File: src/include/tpw_map.svh
// Purpose: Register indexes, field positions and reset values of the timer block
// Assumes: APB byte address is four times the register index
// Notes:   Definitions only
`ifndef TPW_MAP_SVH
`define TPW_MAP_SVH

`define TPW_IDX_TIME_COUNTER      6'h01
`define TPW_IDX_TIME_CTRL         6'h07
`define TPW_IDX_WATCHDOG_CTRL     6'h08
`define TPW_IDX_COUNTER_PAIR_CTRL 6'h09
`define TPW_IDX_PULSE_CTRL        6'h0A
`define TPW_IDX_PRESET_BASE       6'h0B
`define TPW_IDX_PRESET_LAST       6'h0E
`define TPW_IDX_RUN_CTRL          6'h11
`define TPW_IDX_WATCHDOG_COUNT    6'h12
`define TPW_IDX_COUNT_BASE        6'h13
`define TPW_IDX_COUNT_LAST        6'h16

`define TPW_WD_EN_BIT             3
`define TPW_WD_RATIO_MSB          2
`define TPW_TC_SRC_BIT            5
`define TPW_TC_EDGE_BIT           4
`define TPW_TC_PSC_EN_BIT         3
`define TPW_TC_RATIO_MSB          2
`define TPW_LO_SEL_BIT            3
`define TPW_HI_SEL_BIT            7
`define TPW_LO_RATIO_MSB          2
`define TPW_LO_RATIO_LSB          0
`define TPW_HI_RATIO_MSB          6
`define TPW_HI_RATIO_LSB          4

`define TPW_TC_CTRL_RESET         8'h3F
`define TPW_TC_CTRL_MASK          8'h3F
`define TPW_WD_CTRL_MASK          8'h0F
`define TPW_RUN_MASK              8'h0F
`define TPW_BYTE_ZERO             8'h00
`define TPW_BYTE_ONE              8'h01
`define TPW_BYTE_MAX              8'hFF
`define TPW_RATIO_BASE_ONE        3'h0
`define TPW_RATIO_BASE_TWO        3'h1

`endif

File: src/include/tpw_pkg.sv
// Purpose: Shared types of the timer block
// Assumes: Nothing
// Notes:   Operating mode is driven by the core's power controller
package tpw_pkg;

  typedef enum logic [1:0] {
    TPW_MODE_NORMAL = 2'b00,
    TPW_MODE_GREEN  = 2'b01,
    TPW_MODE_IDLE   = 2'b10,
    TPW_MODE_SLEEP  = 2'b11
  } tpw_mode_t;

endpackage : tpw_pkg

File: src/hw/tpw_top.sv
// Purpose: Time clock counter, watchdog and counter clock selection behind APB
// Assumes: Clock ticks and pins arrive synchronous to clock, one cycle wide
// Notes:   Zero-wait APB slave; register byte address is four times its index
`timescale 1ns/1ps
`include "tpw_map.svh"
module tpw_top (
  input  wire logic               clock,
  input  wire logic               sys_rst,
  input  wire logic               psel,
  input  wire logic               penable,
  input  wire logic               pwrite,
  input  wire logic [7:0]         paddr,
  input  wire logic [31:0]        pwdata,
  input  wire logic [3:0]         pstrb,
  output logic      [31:0]        prdata,
  output logic                    pready,
  output logic                    pslverr,
  input  wire logic               sub_oscillator_clock,
  input  wire logic               main_oscillator_clock,
  input  wire logic               instruction_tick,
  input  wire logic               time_counter_pin,
  input  wire logic               watchdog_clear_instruction,
  input  wire logic               sleep_instruction,
  input  wire tpw_pkg::tpw_mode_t mode,
  output logic                    watchdog_reset,
  output logic                    watchdog_wake,
  output logic      [3:0]         counter_underflow
);
  function automatic logic [5:0] reg_index(input logic [7:0] addr);
    reg_index = addr[7:2];
  endfunction : reg_index

  logic [7:0]  watchdog_control_reg;
  logic [7:0]  counter_pair_clock_control_reg;
  logic [7:0]  pulse_width_timer_clock_control_reg;
  logic [7:0]  time_counter_control_reg;
  logic [7:0]  time_clock_counter_reg;
  logic [7:0]  time_clock_counter_next;
  logic [7:0]  run_control_reg;
  logic [7:0]  preset_reg [4];
  logic [7:0]  watchdog_count_reg;
  logic [7:0]  watchdog_count_next;
  logic        watchdog_half_reg;
  logic        pin_prev_reg;
  logic        pready_reg;
  logic        pslverr_reg;
  logic [31:0] prdata_reg;
  logic        watchdog_reset_reg;
  logic        watchdog_wake_reg;
  logic [3:0]  counter_underflow_reg;

  // Bus decode
  logic        setup_phase;
  logic        write_fire;
  logic        byte_write;
  logic [5:0]  setup_idx;
  logic [5:0]  fire_idx;
  logic [7:0]  wbyte;
  logic        setup_mapped;
  logic [7:0]  read_byte;

  assign setup_phase = psel & ~penable & ~pready_reg;
  assign write_fire  = psel & penable & pready_reg & pwrite & ~pslverr_reg;
  assign byte_write  = write_fire & pstrb[0];
  assign setup_idx   = reg_index(paddr);
  assign fire_idx    = reg_index(paddr);
  assign wbyte       = pwdata[7:0];

  logic wr_time_counter;
  logic wr_time_ctrl;
  logic wr_watchdog_ctrl;
  logic wr_pair_ctrl;
  logic wr_pulse_ctrl;
  logic wr_run_ctrl;

  assign wr_time_counter  = byte_write & (fire_idx == `TPW_IDX_TIME_COUNTER);
  assign wr_time_ctrl     = byte_write & (fire_idx == `TPW_IDX_TIME_CTRL);
  assign wr_watchdog_ctrl = byte_write & (fire_idx == `TPW_IDX_WATCHDOG_CTRL);
  assign wr_pair_ctrl     = byte_write & (fire_idx == `TPW_IDX_COUNTER_PAIR_CTRL);
  assign wr_pulse_ctrl    = byte_write & (fire_idx == `TPW_IDX_PULSE_CTRL);
  assign wr_run_ctrl      = byte_write & (fire_idx == `TPW_IDX_RUN_CTRL);

  // Per-counter clock select, ratio, preset write and live count
  logic [3:0]  cnt_sel;
  logic [2:0]  cnt_ratio [4];
  logic [3:0]  cnt_src_tick;
  logic [3:0]  cnt_tick;
  logic [3:0]  cnt_load;
  logic [3:0]  cnt_uf;
  logic [3:0]  run_prev_reg;
  logic [7:0]  cnt_value [4];

  assign cnt_sel[0]   = counter_pair_clock_control_reg[`TPW_LO_SEL_BIT];
  assign cnt_ratio[0] = counter_pair_clock_control_reg[`TPW_LO_RATIO_MSB:`TPW_LO_RATIO_LSB];
  assign cnt_sel[1]   = counter_pair_clock_control_reg[`TPW_HI_SEL_BIT];
  assign cnt_ratio[1] = counter_pair_clock_control_reg[`TPW_HI_RATIO_MSB:`TPW_HI_RATIO_LSB];
  assign cnt_sel[2]   = pulse_width_timer_clock_control_reg[`TPW_LO_SEL_BIT];
  assign cnt_ratio[2] =
    pulse_width_timer_clock_control_reg[`TPW_LO_RATIO_MSB:`TPW_LO_RATIO_LSB];
  assign cnt_sel[3]   = pulse_width_timer_clock_control_reg[`TPW_HI_SEL_BIT];
  assign cnt_ratio[3] =
    pulse_width_timer_clock_control_reg[`TPW_HI_RATIO_MSB:`TPW_HI_RATIO_LSB];

  genvar gi;
  generate
    for (gi = 0; gi < 4; gi = gi + 1) begin : g_counter
      assign cnt_src_tick[gi] = cnt_sel[gi] ? main_oscillator_clock : sub_oscillator_clock;
      // Starting a counter loads its preset so the first period is full
      assign cnt_load[gi] = (byte_write & (fire_idx == `TPW_IDX_PRESET_BASE + 6'(gi))) |
                            (run_control_reg[gi] & ~run_prev_reg[gi]);
      tpw_prescaler #(.OFFSET(`TPW_RATIO_BASE_TWO)) u_psc (
        .clock    (clock),
        .sys_rst  (sys_rst),
        .tick_in  (cnt_src_tick[gi]),
        .clear    (cnt_load[gi]),
        .bypass   (1'b0),
        .ratio    (cnt_ratio[gi]),
        .tick_out (cnt_tick[gi]),
        .count    ()
      );
      tpw_down_counter u_cnt (
        .clock     (clock),
        .sys_rst   (sys_rst),
        .tick      (cnt_tick[gi]),
        .run       (run_control_reg[gi]),
        .load      (cnt_load[gi]),
        .preset    (preset_reg[gi]),
        .count     (cnt_value[gi]),
        .underflow (cnt_uf[gi])
      );
      always_ff @(posedge clock) begin
        if (sys_rst) begin
          preset_reg[gi] <= `TPW_BYTE_ZERO;
        end else if (byte_write & (fire_idx == `TPW_IDX_PRESET_BASE + 6'(gi))) begin
          preset_reg[gi] <= wbyte;
        end
      end
    end
  endgenerate

  // Time clock counter: source, edge and its own prescaler
  logic       tc_source_pin;
  logic       tc_falling;
  logic       pin_edge;
  logic       tc_raw_tick;
  logic       tc_tick;
  logic [7:0] tc_psc_count;

  assign tc_source_pin = time_counter_control_reg[`TPW_TC_SRC_BIT];
  assign tc_falling    = time_counter_control_reg[`TPW_TC_EDGE_BIT];
  assign pin_edge      = tc_falling ? (pin_prev_reg & ~time_counter_pin) :
                                      (~pin_prev_reg & time_counter_pin);
  assign tc_raw_tick   = tc_source_pin ? pin_edge : instruction_tick;

  tpw_prescaler #(.OFFSET(`TPW_RATIO_BASE_TWO)) u_tc_psc (
    .clock    (clock),
    .sys_rst  (sys_rst),
    .tick_in  (tc_raw_tick),
    .clear    (wr_time_counter),
    .bypass   (~time_counter_control_reg[`TPW_TC_PSC_EN_BIT]),
    .ratio    (time_counter_control_reg[`TPW_TC_RATIO_MSB:0]),
    .tick_out (tc_tick),
    .count    (tc_psc_count)
  );

  assign time_clock_counter_next = wr_time_counter ? wbyte :
                                   tc_tick ? time_clock_counter_reg + `TPW_BYTE_ONE :
                                   time_clock_counter_reg;

  // Watchdog: sub-oscillator halved, prescaled, then 256 ticks to timeout
  logic       wd_enable;
  logic       wd_clear;
  logic       wd_half_tick;
  logic       wd_tick;
  logic       wd_timeout;
  logic       wd_reset_mode;
  logic [7:0] wd_psc_count;

  assign wd_enable     = watchdog_control_reg[`TPW_WD_EN_BIT];
  assign wd_clear      = watchdog_clear_instruction | sleep_instruction | ~wd_enable;
  assign wd_half_tick  = sub_oscillator_clock & watchdog_half_reg & wd_enable;
  assign wd_timeout    = wd_tick & (watchdog_count_reg == `TPW_BYTE_MAX);
  assign wd_reset_mode = (mode != tpw_pkg::TPW_MODE_SLEEP);
  assign watchdog_count_next = wd_clear ? `TPW_BYTE_ZERO :
                               wd_tick ? watchdog_count_reg + `TPW_BYTE_ONE :
                               watchdog_count_reg;

  tpw_prescaler #(.OFFSET(`TPW_RATIO_BASE_ONE)) u_wd_psc (
    .clock    (clock),
    .sys_rst  (sys_rst),
    .tick_in  (wd_half_tick),
    .clear    (wd_clear),
    .bypass   (1'b0),
    .ratio    (watchdog_control_reg[`TPW_WD_RATIO_MSB:0]),
    .tick_out (wd_tick),
    .count    (wd_psc_count)
  );

  // Read mux
  logic       idx_preset;
  logic       idx_count;
  logic [1:0] sub_idx;

  assign idx_preset = (setup_idx >= `TPW_IDX_PRESET_BASE) & (setup_idx <= `TPW_IDX_PRESET_LAST);
  assign idx_count  = (setup_idx >= `TPW_IDX_COUNT_BASE) & (setup_idx <= `TPW_IDX_COUNT_LAST);
  assign sub_idx    = idx_preset ? 2'(setup_idx - `TPW_IDX_PRESET_BASE) :
                                   2'(setup_idx - `TPW_IDX_COUNT_BASE);

  always_comb begin
    read_byte    = `TPW_BYTE_ZERO;
    setup_mapped = 1'b1;
    if (setup_idx == `TPW_IDX_TIME_COUNTER) begin
      read_byte = time_clock_counter_reg;
    end else if (setup_idx == `TPW_IDX_TIME_CTRL) begin
      read_byte = time_counter_control_reg;
    end else if (setup_idx == `TPW_IDX_WATCHDOG_CTRL) begin
      read_byte = watchdog_control_reg;
    end else if (setup_idx == `TPW_IDX_COUNTER_PAIR_CTRL) begin
      read_byte = counter_pair_clock_control_reg;
    end else if (setup_idx == `TPW_IDX_PULSE_CTRL) begin
      read_byte = pulse_width_timer_clock_control_reg;
    end else if (setup_idx == `TPW_IDX_RUN_CTRL) begin
      read_byte = run_control_reg;
    end else if (setup_idx == `TPW_IDX_WATCHDOG_COUNT) begin
      read_byte = watchdog_count_reg;
    end else if (idx_preset) begin
      read_byte = preset_reg[sub_idx];
    end else if (idx_count) begin
      read_byte = cnt_value[sub_idx];
    end else begin
      setup_mapped = 1'b0;
    end
  end

  // Bus and control registers
  always_ff @(posedge clock) begin
    if (sys_rst) begin
      pready_reg  <= 1'b0;
      pslverr_reg <= 1'b0;
      prdata_reg  <= 32'h00000000;
    end else begin
      pready_reg  <= setup_phase;
      pslverr_reg <= setup_phase & ~setup_mapped;
      prdata_reg  <= setup_phase & ~pwrite ? {24'h000000, read_byte} : 32'h00000000;
    end
  end

  always_ff @(posedge clock) begin
    if (sys_rst) begin
      watchdog_control_reg                <= `TPW_BYTE_ZERO;
      counter_pair_clock_control_reg      <= `TPW_BYTE_ZERO;
      pulse_width_timer_clock_control_reg <= `TPW_BYTE_ZERO;
      time_counter_control_reg            <= `TPW_TC_CTRL_RESET;
      run_control_reg                     <= `TPW_BYTE_ZERO;
    end else begin
      if (wr_watchdog_ctrl) watchdog_control_reg <= wbyte & `TPW_WD_CTRL_MASK;
      if (wr_pair_ctrl) counter_pair_clock_control_reg <= wbyte;
      if (wr_pulse_ctrl) pulse_width_timer_clock_control_reg <= wbyte;
      if (wr_time_ctrl) time_counter_control_reg <= wbyte & `TPW_TC_CTRL_MASK;
      if (wr_run_ctrl) run_control_reg <= wbyte & `TPW_RUN_MASK;
    end
  end

  // Counting state and registered outputs
  always_ff @(posedge clock) begin
    if (sys_rst) begin
      time_clock_counter_reg <= `TPW_BYTE_ZERO;
      watchdog_count_reg     <= `TPW_BYTE_ZERO;
      watchdog_half_reg      <= 1'b0;
      pin_prev_reg           <= 1'b0;
      run_prev_reg           <= 4'h0;
      watchdog_reset_reg     <= 1'b0;
      watchdog_wake_reg      <= 1'b0;
      counter_underflow_reg  <= 4'h0;
    end else begin
      time_clock_counter_reg <= time_clock_counter_next;
      watchdog_count_reg     <= watchdog_count_next;
      watchdog_half_reg      <= wd_clear ? 1'b0 : watchdog_half_reg ^ sub_oscillator_clock;
      pin_prev_reg           <= time_counter_pin;
      run_prev_reg           <= run_control_reg[3:0];
      watchdog_reset_reg     <= wd_timeout & wd_enable & wd_reset_mode;
      watchdog_wake_reg      <= wd_timeout & wd_enable & ~wd_reset_mode;
      counter_underflow_reg  <= cnt_uf;
    end
  end

  assign prdata            = prdata_reg;
  assign pready            = pready_reg;
  assign pslverr           = pslverr_reg;
  assign watchdog_reset    = watchdog_reset_reg;
  assign watchdog_wake     = watchdog_wake_reg;
  assign counter_underflow = counter_underflow_reg;
endmodule : tpw_top

File: src/hw/tpw_prescaler.sv
// Purpose: 8-bit synchronous prescaler with power-of-two ratio select
// Assumes: tick_in is a one-cycle enable pulse
// Notes:   Ratio is 2^(ratio+OFFSET); clear wins over a tick in count, not in tick_out
`timescale 1ns/1ps
`include "tpw_map.svh"
module tpw_prescaler #(
  parameter logic [2:0] OFFSET = `TPW_RATIO_BASE_ONE
) (
  input  wire logic       clock,
  input  wire logic       sys_rst,
  input  wire logic       tick_in,
  input  wire logic       clear,
  input  wire logic       bypass,
  input  wire logic [2:0] ratio,
  output logic            tick_out,
  output logic      [7:0] count
);
  logic [7:0] count_reg;
  logic [7:0] count_next;
  logic [3:0] shift_amt;
  logic [8:0] mask_wide;
  logic [7:0] mask;

  assign shift_amt  = {1'b0, ratio} + {1'b0, OFFSET};
  assign mask_wide  = (9'h001 << shift_amt) - 9'h001;
  assign mask       = mask_wide[7:0];
  assign tick_out   = tick_in & (bypass | ((count_reg & mask) == mask));
  assign count_next = clear ? `TPW_BYTE_ZERO :
                      tick_in ? count_reg + `TPW_BYTE_ONE : count_reg;
  assign count      = count_reg;

  always_ff @(posedge clock) begin
    if (sys_rst) begin
      count_reg <= `TPW_BYTE_ZERO;
    end else begin
      count_reg <= count_next;
    end
  end
endmodule : tpw_prescaler

File: src/hw/tpw_down_counter.sv
// Purpose: 8-bit down counter with automatic preset reload
// Assumes: tick is a one-cycle enable pulse
// Notes:   load takes priority over counting
`timescale 1ns/1ps
`include "tpw_map.svh"
module tpw_down_counter (
  input  wire logic       clock,
  input  wire logic       sys_rst,
  input  wire logic       tick,
  input  wire logic       run,
  input  wire logic       load,
  input  wire logic [7:0] preset,
  output logic      [7:0] count,
  output logic            underflow
);
  logic [7:0] count_reg;
  logic [7:0] count_next;

  assign underflow  = run & tick & ~load & (count_reg == `TPW_BYTE_ZERO);
  assign count_next = load ? preset :
                      underflow ? preset :
                      (run & tick) ? count_reg - `TPW_BYTE_ONE : count_reg;
  assign count      = count_reg;

  always_ff @(posedge clock) begin
    if (sys_rst) begin
      count_reg <= `TPW_BYTE_ZERO;
    end else begin
      count_reg <= count_next;
    end
  end
endmodule : tpw_down_counter

File: config.mk
export PLATFORM = sky130hd
export DESIGN_NAME = tpw_top
export DESIGN_NICKNAME = d
export VERILOG_FILES = /design/src/include/tpw_pkg.sv /design/src/hw/tpw_top.sv /design/src/hw/tpw_prescaler.sv /design/src/hw/tpw_down_counter.sv
export VERILOG_INCLUDE_DIRS = /design/src /design/src/include
export SDC_FILE = /design/constraint.sdc
export NUM_CORES = 1
export LEC_CHECK = 0
export BUFFER_PORTS_ARGS = -buffer_cell sky130_fd_sc_hd__buf_4
export CAP_MARGIN = 30
export CORE_MARGIN = 4
export CORE_UTILIZATION = 32
export DETAILED_ROUTE_END_ITERATION = 7
export SETUP_SLACK_MARGIN = 0.3
export SLEW_MARGIN = 20
export SYNTH_ARGS = -nofsm -noshare
export SYNTH_HDL_FRONTEND = slang
export SYNTH_SLANG_ARGS = --single-unit
File: constraint.sdc
create_clock -name clock -period 2.5 [get_ports clock]
set_input_delay 0.125 -clock clock [delete_from_list [all_inputs] [get_ports clock]]
set_output_delay 0.125 -clock clock [all_outputs]
set_load 0.01 [all_outputs]
[Word-level counts from Yosys, hierarchy flattened]
Memories as Yosys holds them, arrays and structs flattened.
Cells that the tools add are included.
Storage, ports and cells
  memory bits (writable): 32
  latch bits: 0
  bits in read-only memories: 0
  bits in registers: 172
  input port bits: 57
  memories kept: 1
  word-level logic and storage cells: 248
  output and inout port bits: 40
Cells by class
  bitwise logic cells: 89
  reductions and logical operators: 16
  order comparisons: 5
  divide/modulo/power cells: 0
  add/sub/neg operators: 25
  equality and inequality tests: 19
  multipliers: 0
  shifts and indexed selects: 6
  muxes and demuxes: 60
Memories
  preset_reg: depth 4, bits a word 8, read ports 5, clocked after memory_dff 0, wr ports 4, line tpw_top.sv:40  | logic [7:0] preset_reg [4];
Operator list (number)
  2-to-1 mux 8 bit: 29
  subtractor 8 x 1 -> 8 bit (second input constant): 10
  adder 8 x 1 -> 8 bit (second input constant): 8
  bitwise AND 1 bit: 51
  bitwise AND 8 bit: 6
  equality test 8 bit: 6
  equality test 6 x 4 -> 1 bit (second input constant): 7
  << shifter 1 x 4 -> 8 bit (first input constant): 5
  logical NOT 8 bit: 4
  2-to-1 mux 1 bit: 29
  adder 3 x 1 -> 4 bit (second input constant): 5
  inverter 1 bit: 19
  binary-select mux 8 bit (select 2 bit): 1
  OR reduction 2 bit: 7
  equality test 6 x 5 -> 1 bit (second input constant): 2
  nonzero test 3 bit: 4
  bitwise OR 1 bit: 11
  equality test 8 bit (second input constant): 1
  << shifter 1 x 3 -> 8 bit (first input constant): 1
  equality test 6 x 1 -> 1 bit (second input constant): 1
  equality test 6 x 3 -> 1 bit (second input constant): 1
  >= comparator 6 x 4 -> 1 bit (second input constant): 1
  >= comparator 6 x 5 -> 1 bit (second input constant): 1
  less-or-equal comparator 6 x 4 -> 1 bit (second input constant): 1
  other kinds (8): 9

[Logic depth before layout (Yosys ltp)]
  word-level depth: 16
  depth in mapped cells: 12
  mapped depth without buffers: 10

[Modules after synthesis]
From an unflattened synthesis, not the netlist that was laid out.
Unflattened totals
  cell total of the unflattened synthesis: 1199
  area, all modules: 10542.6 um2
Modules (own cells, without submodules)
  tpw_top: times used 1, cells an instance 566, area an instance 5257.5 um2, seq. area each 2322.2 um2
  tpw_prescaler (g_counter[0].u_psc ...): times used 5, cells an instance 59, area an instance 494.2 um2, seq. area each 160.2 um2
  tpw_down_counter: times used 4, cells an instance 72, area an instance 598.1 um2, seq. area each 160.2 um2
  tpw_prescaler (u_wd_psc): times used 1, cells an instance 50, area an instance 421.7 um2, seq. area each 160.2 um2

[Worst setup path before layout]
Ideal clock, no wire load.
  path type: input to register
  start point: input paddr[2]
  end point: register prdata_reg[2] (netlist: prdata[2])
  data required time: 2.368 ns
  stages: 11
  arrival time: 2.605 ns
  setup slack: -0.237 ns
  path buffers: 4
  cells stage by stage: buf_2 -> buf_2 -> inv_1 -> ha_1 -> buf_2 -> clkbuf_1 -> mux4_2 -> a22oi_1 -> a211oi_1 -> a2111oi_0 -> o22ai_1
Between the ends
  longest elaborated chain between the ends: 16
Ends and longest elaborated chain
  start, declared: line tpw_top.sv:12  | input wire logic [7:0] paddr,
  >= comparator 6 x 4 -> 1 bit (no line) or less-or-equal comparator 6 x 4 -> 1 bit (tied branches)
  bitwise AND 1 bit: line tpw_top.sv:204  | assign idx_preset = (setup_idx >= `TPW_IDX_PRESET_BASE) & (setup_idx <= `TPW_IDX_PRESET_LAST);
  2-to-1 mux 2 bit: line tpw_top.sv:206  | assign sub_idx = idx_preset ? 2'(setup_idx - `TPW_IDX_PRESET_BASE) :
  inverter 2 -> 3 bit (implied by the code): line tpw_top.sv:229  | read_byte = cnt_value[sub_idx];
  binary-select mux 8 bit (select 2 bit): line tpw_top.sv:229
  2-to-1 mux 8 bit (implied by the code) (2 in series): line tpw_top.sv:229
  2-to-1 mux 8 bit: line tpw_top.sv:228  | end else if (idx_count) begin
  2-to-1 mux 8 bit: line tpw_top.sv:226  | end else if (idx_preset) begin
  2-to-1 mux 8 bit: line tpw_top.sv:224  | end else if (setup_idx == `TPW_IDX_WATCHDOG_COUNT) begin
  2-to-1 mux 8 bit: line tpw_top.sv:222  | end else if (setup_idx == `TPW_IDX_RUN_CTRL) begin
  2-to-1 mux 8 bit: line tpw_top.sv:220  | end else if (setup_idx == `TPW_IDX_PULSE_CTRL) begin
  2-to-1 mux 8 bit: line tpw_top.sv:218  | end else if (setup_idx == `TPW_IDX_COUNTER_PAIR_CTRL) begin
  2-to-1 mux 8 bit: line tpw_top.sv:216  | end else if (setup_idx == `TPW_IDX_WATCHDOG_CTRL) begin
  2-to-1 mux 8 bit: line tpw_top.sv:214  | end else if (setup_idx == `TPW_IDX_TIME_CTRL) begin
  2-to-1 mux 8 bit *: line tpw_top.sv:212  | if (setup_idx == `TPW_IDX_TIME_COUNTER) begin
  end signal, assigned: line tpw_top.sv:244  | prdata_reg <= setup_phase & ~pwrite ? {24'h000000, read_byte} : 32'h00000000;
  end, declared: line tpw_top.sv:47  | logic [31:0] prdata_reg;
Mark *: on every way between the ends. The rest lies on a longest branch, timed or not. The select of a mux whose other input is x is not followed.
A chain may end at the register's enable or synchronous reset.

[Worst setup path in the final report]
  start point: register counter_pair_clock_control_reg[5]
  end point: register g_counter[1].u_cnt.count_reg[6]
Between the ends
  longest elaborated chain between the ends: 11
Ends and longest elaborated chain
  start, declared: line tpw_top.sv:34  | logic [7:0] counter_pair_clock_control_reg;
  start signal, assigned: line tpw_top.sv:251  | counter_pair_clock_control_reg <= `TPW_BYTE_ZERO;
  start signal, assigned: line tpw_top.sv:257  | if (wr_pair_ctrl) counter_pair_clock_control_reg <= wbyte;
  adder 3 x 1 -> 4 bit *: line tpw_prescaler.sv:24  | assign shift_amt = {1'b0, ratio} + {1'b0, OFFSET};
  << shifter 1 x 4 -> 8 bit *: line tpw_prescaler.sv:25  | assign mask_wide = (9'h001 << shift_amt) - 9'h001;
  subtractor 8 x 1 -> 8 bit *: line tpw_prescaler.sv:25
  bitwise AND 8 bit: line tpw_prescaler.sv:27  | assign tick_out = tick_in & (bypass | ((count_reg & mask) == mask));
  equality test 8 bit *: line tpw_prescaler.sv:27
  bitwise AND 1 bit *: line tpw_prescaler.sv:27
  bitwise AND 1 bit *: line tpw_down_counter.sv:19, tpw_down_counter.sv:22
  bitwise AND 1 bit (2 in series): line tpw_down_counter.sv:19  | assign underflow = run & tick & ~load & (count_reg == `TPW_BYTE_ZERO);
  2-to-1 mux 8 bit: line tpw_down_counter.sv:21  | underflow ? preset :
  2-to-1 mux 8 bit: line tpw_down_counter.sv:20  | assign count_next = load ? preset :
  end signal, assigned: line tpw_down_counter.sv:27  | count_reg <= `TPW_BYTE_ZERO;
  end signal, assigned: line tpw_down_counter.sv:29  | count_reg <= count_next;
  end, declared: line tpw_down_counter.sv:16  | logic [7:0] count_reg;
Mark *: on every way between the ends. The rest lies on a longest branch, timed or not.

==> flow_summary_export.csv <==
group,metric,value,unit
critical_path,r2r_start,"counter_pair_clock_control_reg[5]$_SDFFE_PP0P_",
cts,cts_tree,"done",
synth,synth_top_area_frac,0.297,
sta,setup_viol,0,
critical_path,r2r_cells,10,
synth,yosysMostFrequentCell,"dfxtp_1",
synth,netlist_instances,1132,
final_layout,num_antenna_cells,0,
synth,synth-edff-count,32,
synth,synthArstFlopShare,0,
sta,holdWs,0.0152,ns
sta,drv_slew,0,
power_and_ir_drop,power.density,498,nW/µm²
critical_path,reg2reg_slack,0.02,ns
final_layout,areaGrowthSynthToFinish,24.9,%
synth,yosys-top-cells-count,"dfxtp_1, nor2_1, nand2_1",
critical_path,cp.required,2.82,ns
cts,clock_sinks,179,
final_layout,fill_cells,3023,
route,wl,28800,µm
die,die_h,184,µm
route,drc_errors,0,
global_route,grt_max_degree,33,
cts,cts_buffers,17,
placement,portBuffers,43,
route,vias,8739,
final_layout,seqCellArea,3910,µm²
critical_path,critPathSlowestCell,"a222oi_1",
placement,placed_cells,1576,
die,coreArea,30600,µm²
global_route,antenna_found_initial,0,
route,wl_met2,13400,µm
min_path,min_to,"pulse_width_timer_clock_control_reg[7]$_SDFFE_PP0P_",
die,rows,64,
synth,synth_warnings,0,
critical_path,crit_family,"compound AO/OA/AOI/OAI gates",
power_and_ir_drop,power.leakage,4.56,nW
cts,clkTransAtPathRegs,0.08,ns
final_layout,nets,1310,
critical_path,crit_buf_inv,2,
critical_path,path_max_fanout,7,
final_layout,multi_input_area,6070,µm²
synth,ys_types,85,
die,start_util,0.324,
sta,rsz0062_at_grt,"yes",
route,wire_per_inst,17.6,µm
sta,max_freq,0.403,GHz
synth,synth_area,9910,µm²
power_and_ir_drop,irDropWorstVdd,0.404,mV
global_route,track_usage,0.166,
sta,fin_crit,2.48,ns
sta,fin_crit_sh,0.993,
final_layout,drive_gt1_frac,0.227,
critical_path,arrival,2.80,ns
critical_path,crit_chain,"inv_2, nor2_4, ha_4, o21bai_1, o211ai_1, a222oi_1, nand4_2, buf_6, o311ai_0, o31ai_1",
synth,ys_ff_latch,179,
cts,insertion_delay,0.45,ns
status,status,"finished, final reports clean",
sta,tightest_slew,0.654,ns
cts,cts-root-buf,"clkbuf_16",
route,dr.first_iter.drc_count,854,
synth,synth_ff_type,"dfxtp_1",
synth,yosysTopAreaCell,"dfxtp_1",
global_route,grt_pass1_wl,44700,µm
placement,hpwl,20600,µm
final_layout,fin_util,0.405,
sta,hold_viol,0,
min_path,hold_class,"input port to register",
route,vias_per_cell,5.33,
placement,gp_congestion,0.924,
route,wl_met3,1670,µm
final_layout,final_cells,1641,
min_path,min_path_cells,3,
sta,skew,0.0145,ns
critical_path,crit_type,"register to register",
die,dieWidth,184,µm
route,ant_nets,0,
route,wl_met1,12900,µm
global_route,grt_pass1_vias,8158,
critical_path,end_kind,"register",
cts,cts.htree.levels,4,
die,ioPinCount,97,
route,first_pass_iters,5,
global_route,overflow,0,
synth,ys_seq_area_frac,0.394,
sta,slew_headroom,0.563,
die,dieArea,33900,µm²
synth,synth_area_leaders,"dfxtp_1, edfxtp_1, nor2_1",
flow_run,maxCapViolations,0,
cts,clockBufferDepth,2,
min_path,min-delay-start,"pwdata[7]",
critical_path,worstReg2RegEnd,"g_counter[1].u_cnt.count[6]$_SDFFE_PP0P_",
critical_path,worstSetupStartpointType,"register",
synth,syn_avg_cell_area,8.76,µm²
critical_path,crit_path_max_incr_delay,0.44,ns
route,top_layer,"met4",
[worst max-delay path by stage]
stage / startpoint / endpoint / cells past startpoint
final: counter_pair_clock_control_reg[5]$_SDFFE_PP0P_ / g_counter[1].u_cnt.count[6]$_SDFFE_PP0P_ / 10
after global routing: pulse_width_timer_clock_control_reg[2]$_SDFFE_PP0P_ / g_counter[2].u_cnt.count[6]$_SDFFE_PP0P_ / 10
after CTS: counter_pair_clock_control_reg[5]$_SDFFE_PP0P_ / g_counter[1].u_cnt.count[7]$_SDFFE_PP0P_ / 11
after detailed placement: pulse_width_timer_clock_control_reg[2]$_SDFFE_PP0P_ / g_counter[2].u_cnt.count[6]$_SDFFE_PP0P_ / 10
after global placement: pulse_width_timer_clock_control_reg[2]$_SDFFE_PP0P_ / g_counter[2].u_cnt.count[6]$_SDFFE_PP0P_ / 10
after floorplan: counter_pair_clock_control_reg[5]$_SDFFE_PP0P_ / g_counter[1].u_cnt.count[0]$_SDFFE_PP0P_ / 12
[repair_timing]
item / in CTS / in global routing
hold buffers: 6 / 0
pin swaps: 41 / 41
gates cloned: 2 / 0
gates resized for setup: 46 / 69
endpoints found under the setup margin: 33 / 79
endpoints found under the hold margin: 12 / 0
buffers inserted: 17 / 8
[area by class of cell]
type,count,share of cell area
well taps,396,0.0400
inverters,48,0.0146
repair buffers,133,0.0882
clock inverters,14,0.0146
flip-flops and latches,179,0.316
clock buffers,18,0.0364
multi-input cells,853,0.490
[per-layer routing]
| layer | vias to the layer above | track usage |
|---|---|---|
| met2 | 268 | 0.263 |
| met4 | 0 | 0.0636 |
| met3 | 52 | 0.0249 |
| met1 | 4181 | 0.230 |
| met5 | - | 0 |
| li1 | 4238 | - |
[where the power goes]
group | internal, mW | switching (mW)
clock network | 1.42 | 1.36
registers | 2.96 | 0.0440
logic | 0.144 | 0.229
[layout by cell type, fill, tap and decap left out, types with 8 or more instances in the layout]
master     count
buf_6         13
and2_1        39
a21oi_2        8
o21ai_1        8
inv_1         46
dfxtp_1      141
mux4_2        16
a31oi_1        8
ha_1          17
nor3_1        10
nor2b_1       20
conb_1        26
nor2_1       126
nand2_1      100
clkbuf_16     19
o21ai_0       31
o211ai_1      12
o22ai_1        9
mux2i_1       21
a21oi_1       55
xor2_1        29
nor3b_1        8
a211oi_1      15
and3_1        12
edfxtp_1      32
nand3_1       40
nand4_1       27
buf_4        112
xnor2_1       29
[tightest hold or removal path, stage by stage]
cell and delay, ns:
buf_4 0.16, nand3_1 0.07, a21oi_1 0.05
[logic make-up (layout without fill, tap and decap cells)]
| logic type | Yosys count | count (layout) | share of synthesized area |
|---|---|---|---|
| compound gates | 239 | 240 | 0.167 |
| simple gates | 463 | 463 | 0.235 |
| other cells | 2 | 26 | 0.000758 |
| fa+ha+maj | 21 | 21 | 0.0265 |
| xor+xnor | 58 | 58 | 0.0512 |
| buf+inv | 125 | 213 | 0.0600 |
| flops | 179 | 179 | 0.394 |
| mux | 45 | 45 | 0.0666 |
[per-stage QoR]
step                      setup TNS [ns]  worst slack [ns]  power [mW]  area [µm²]
after floorplan                        0             0.128        3.30       10200
after global placement          -0.00622          -0.00622        3.42       11000
after detailed placement         -0.0750           -0.0605        3.42       11000
after CTS                              0           0.00197        6.20       12000
after global routing              -0.372           -0.0727        6.36       12400
final                                  0            0.0180        6.16       12400
Note: power is estimated with default switching activity, not from simulation.
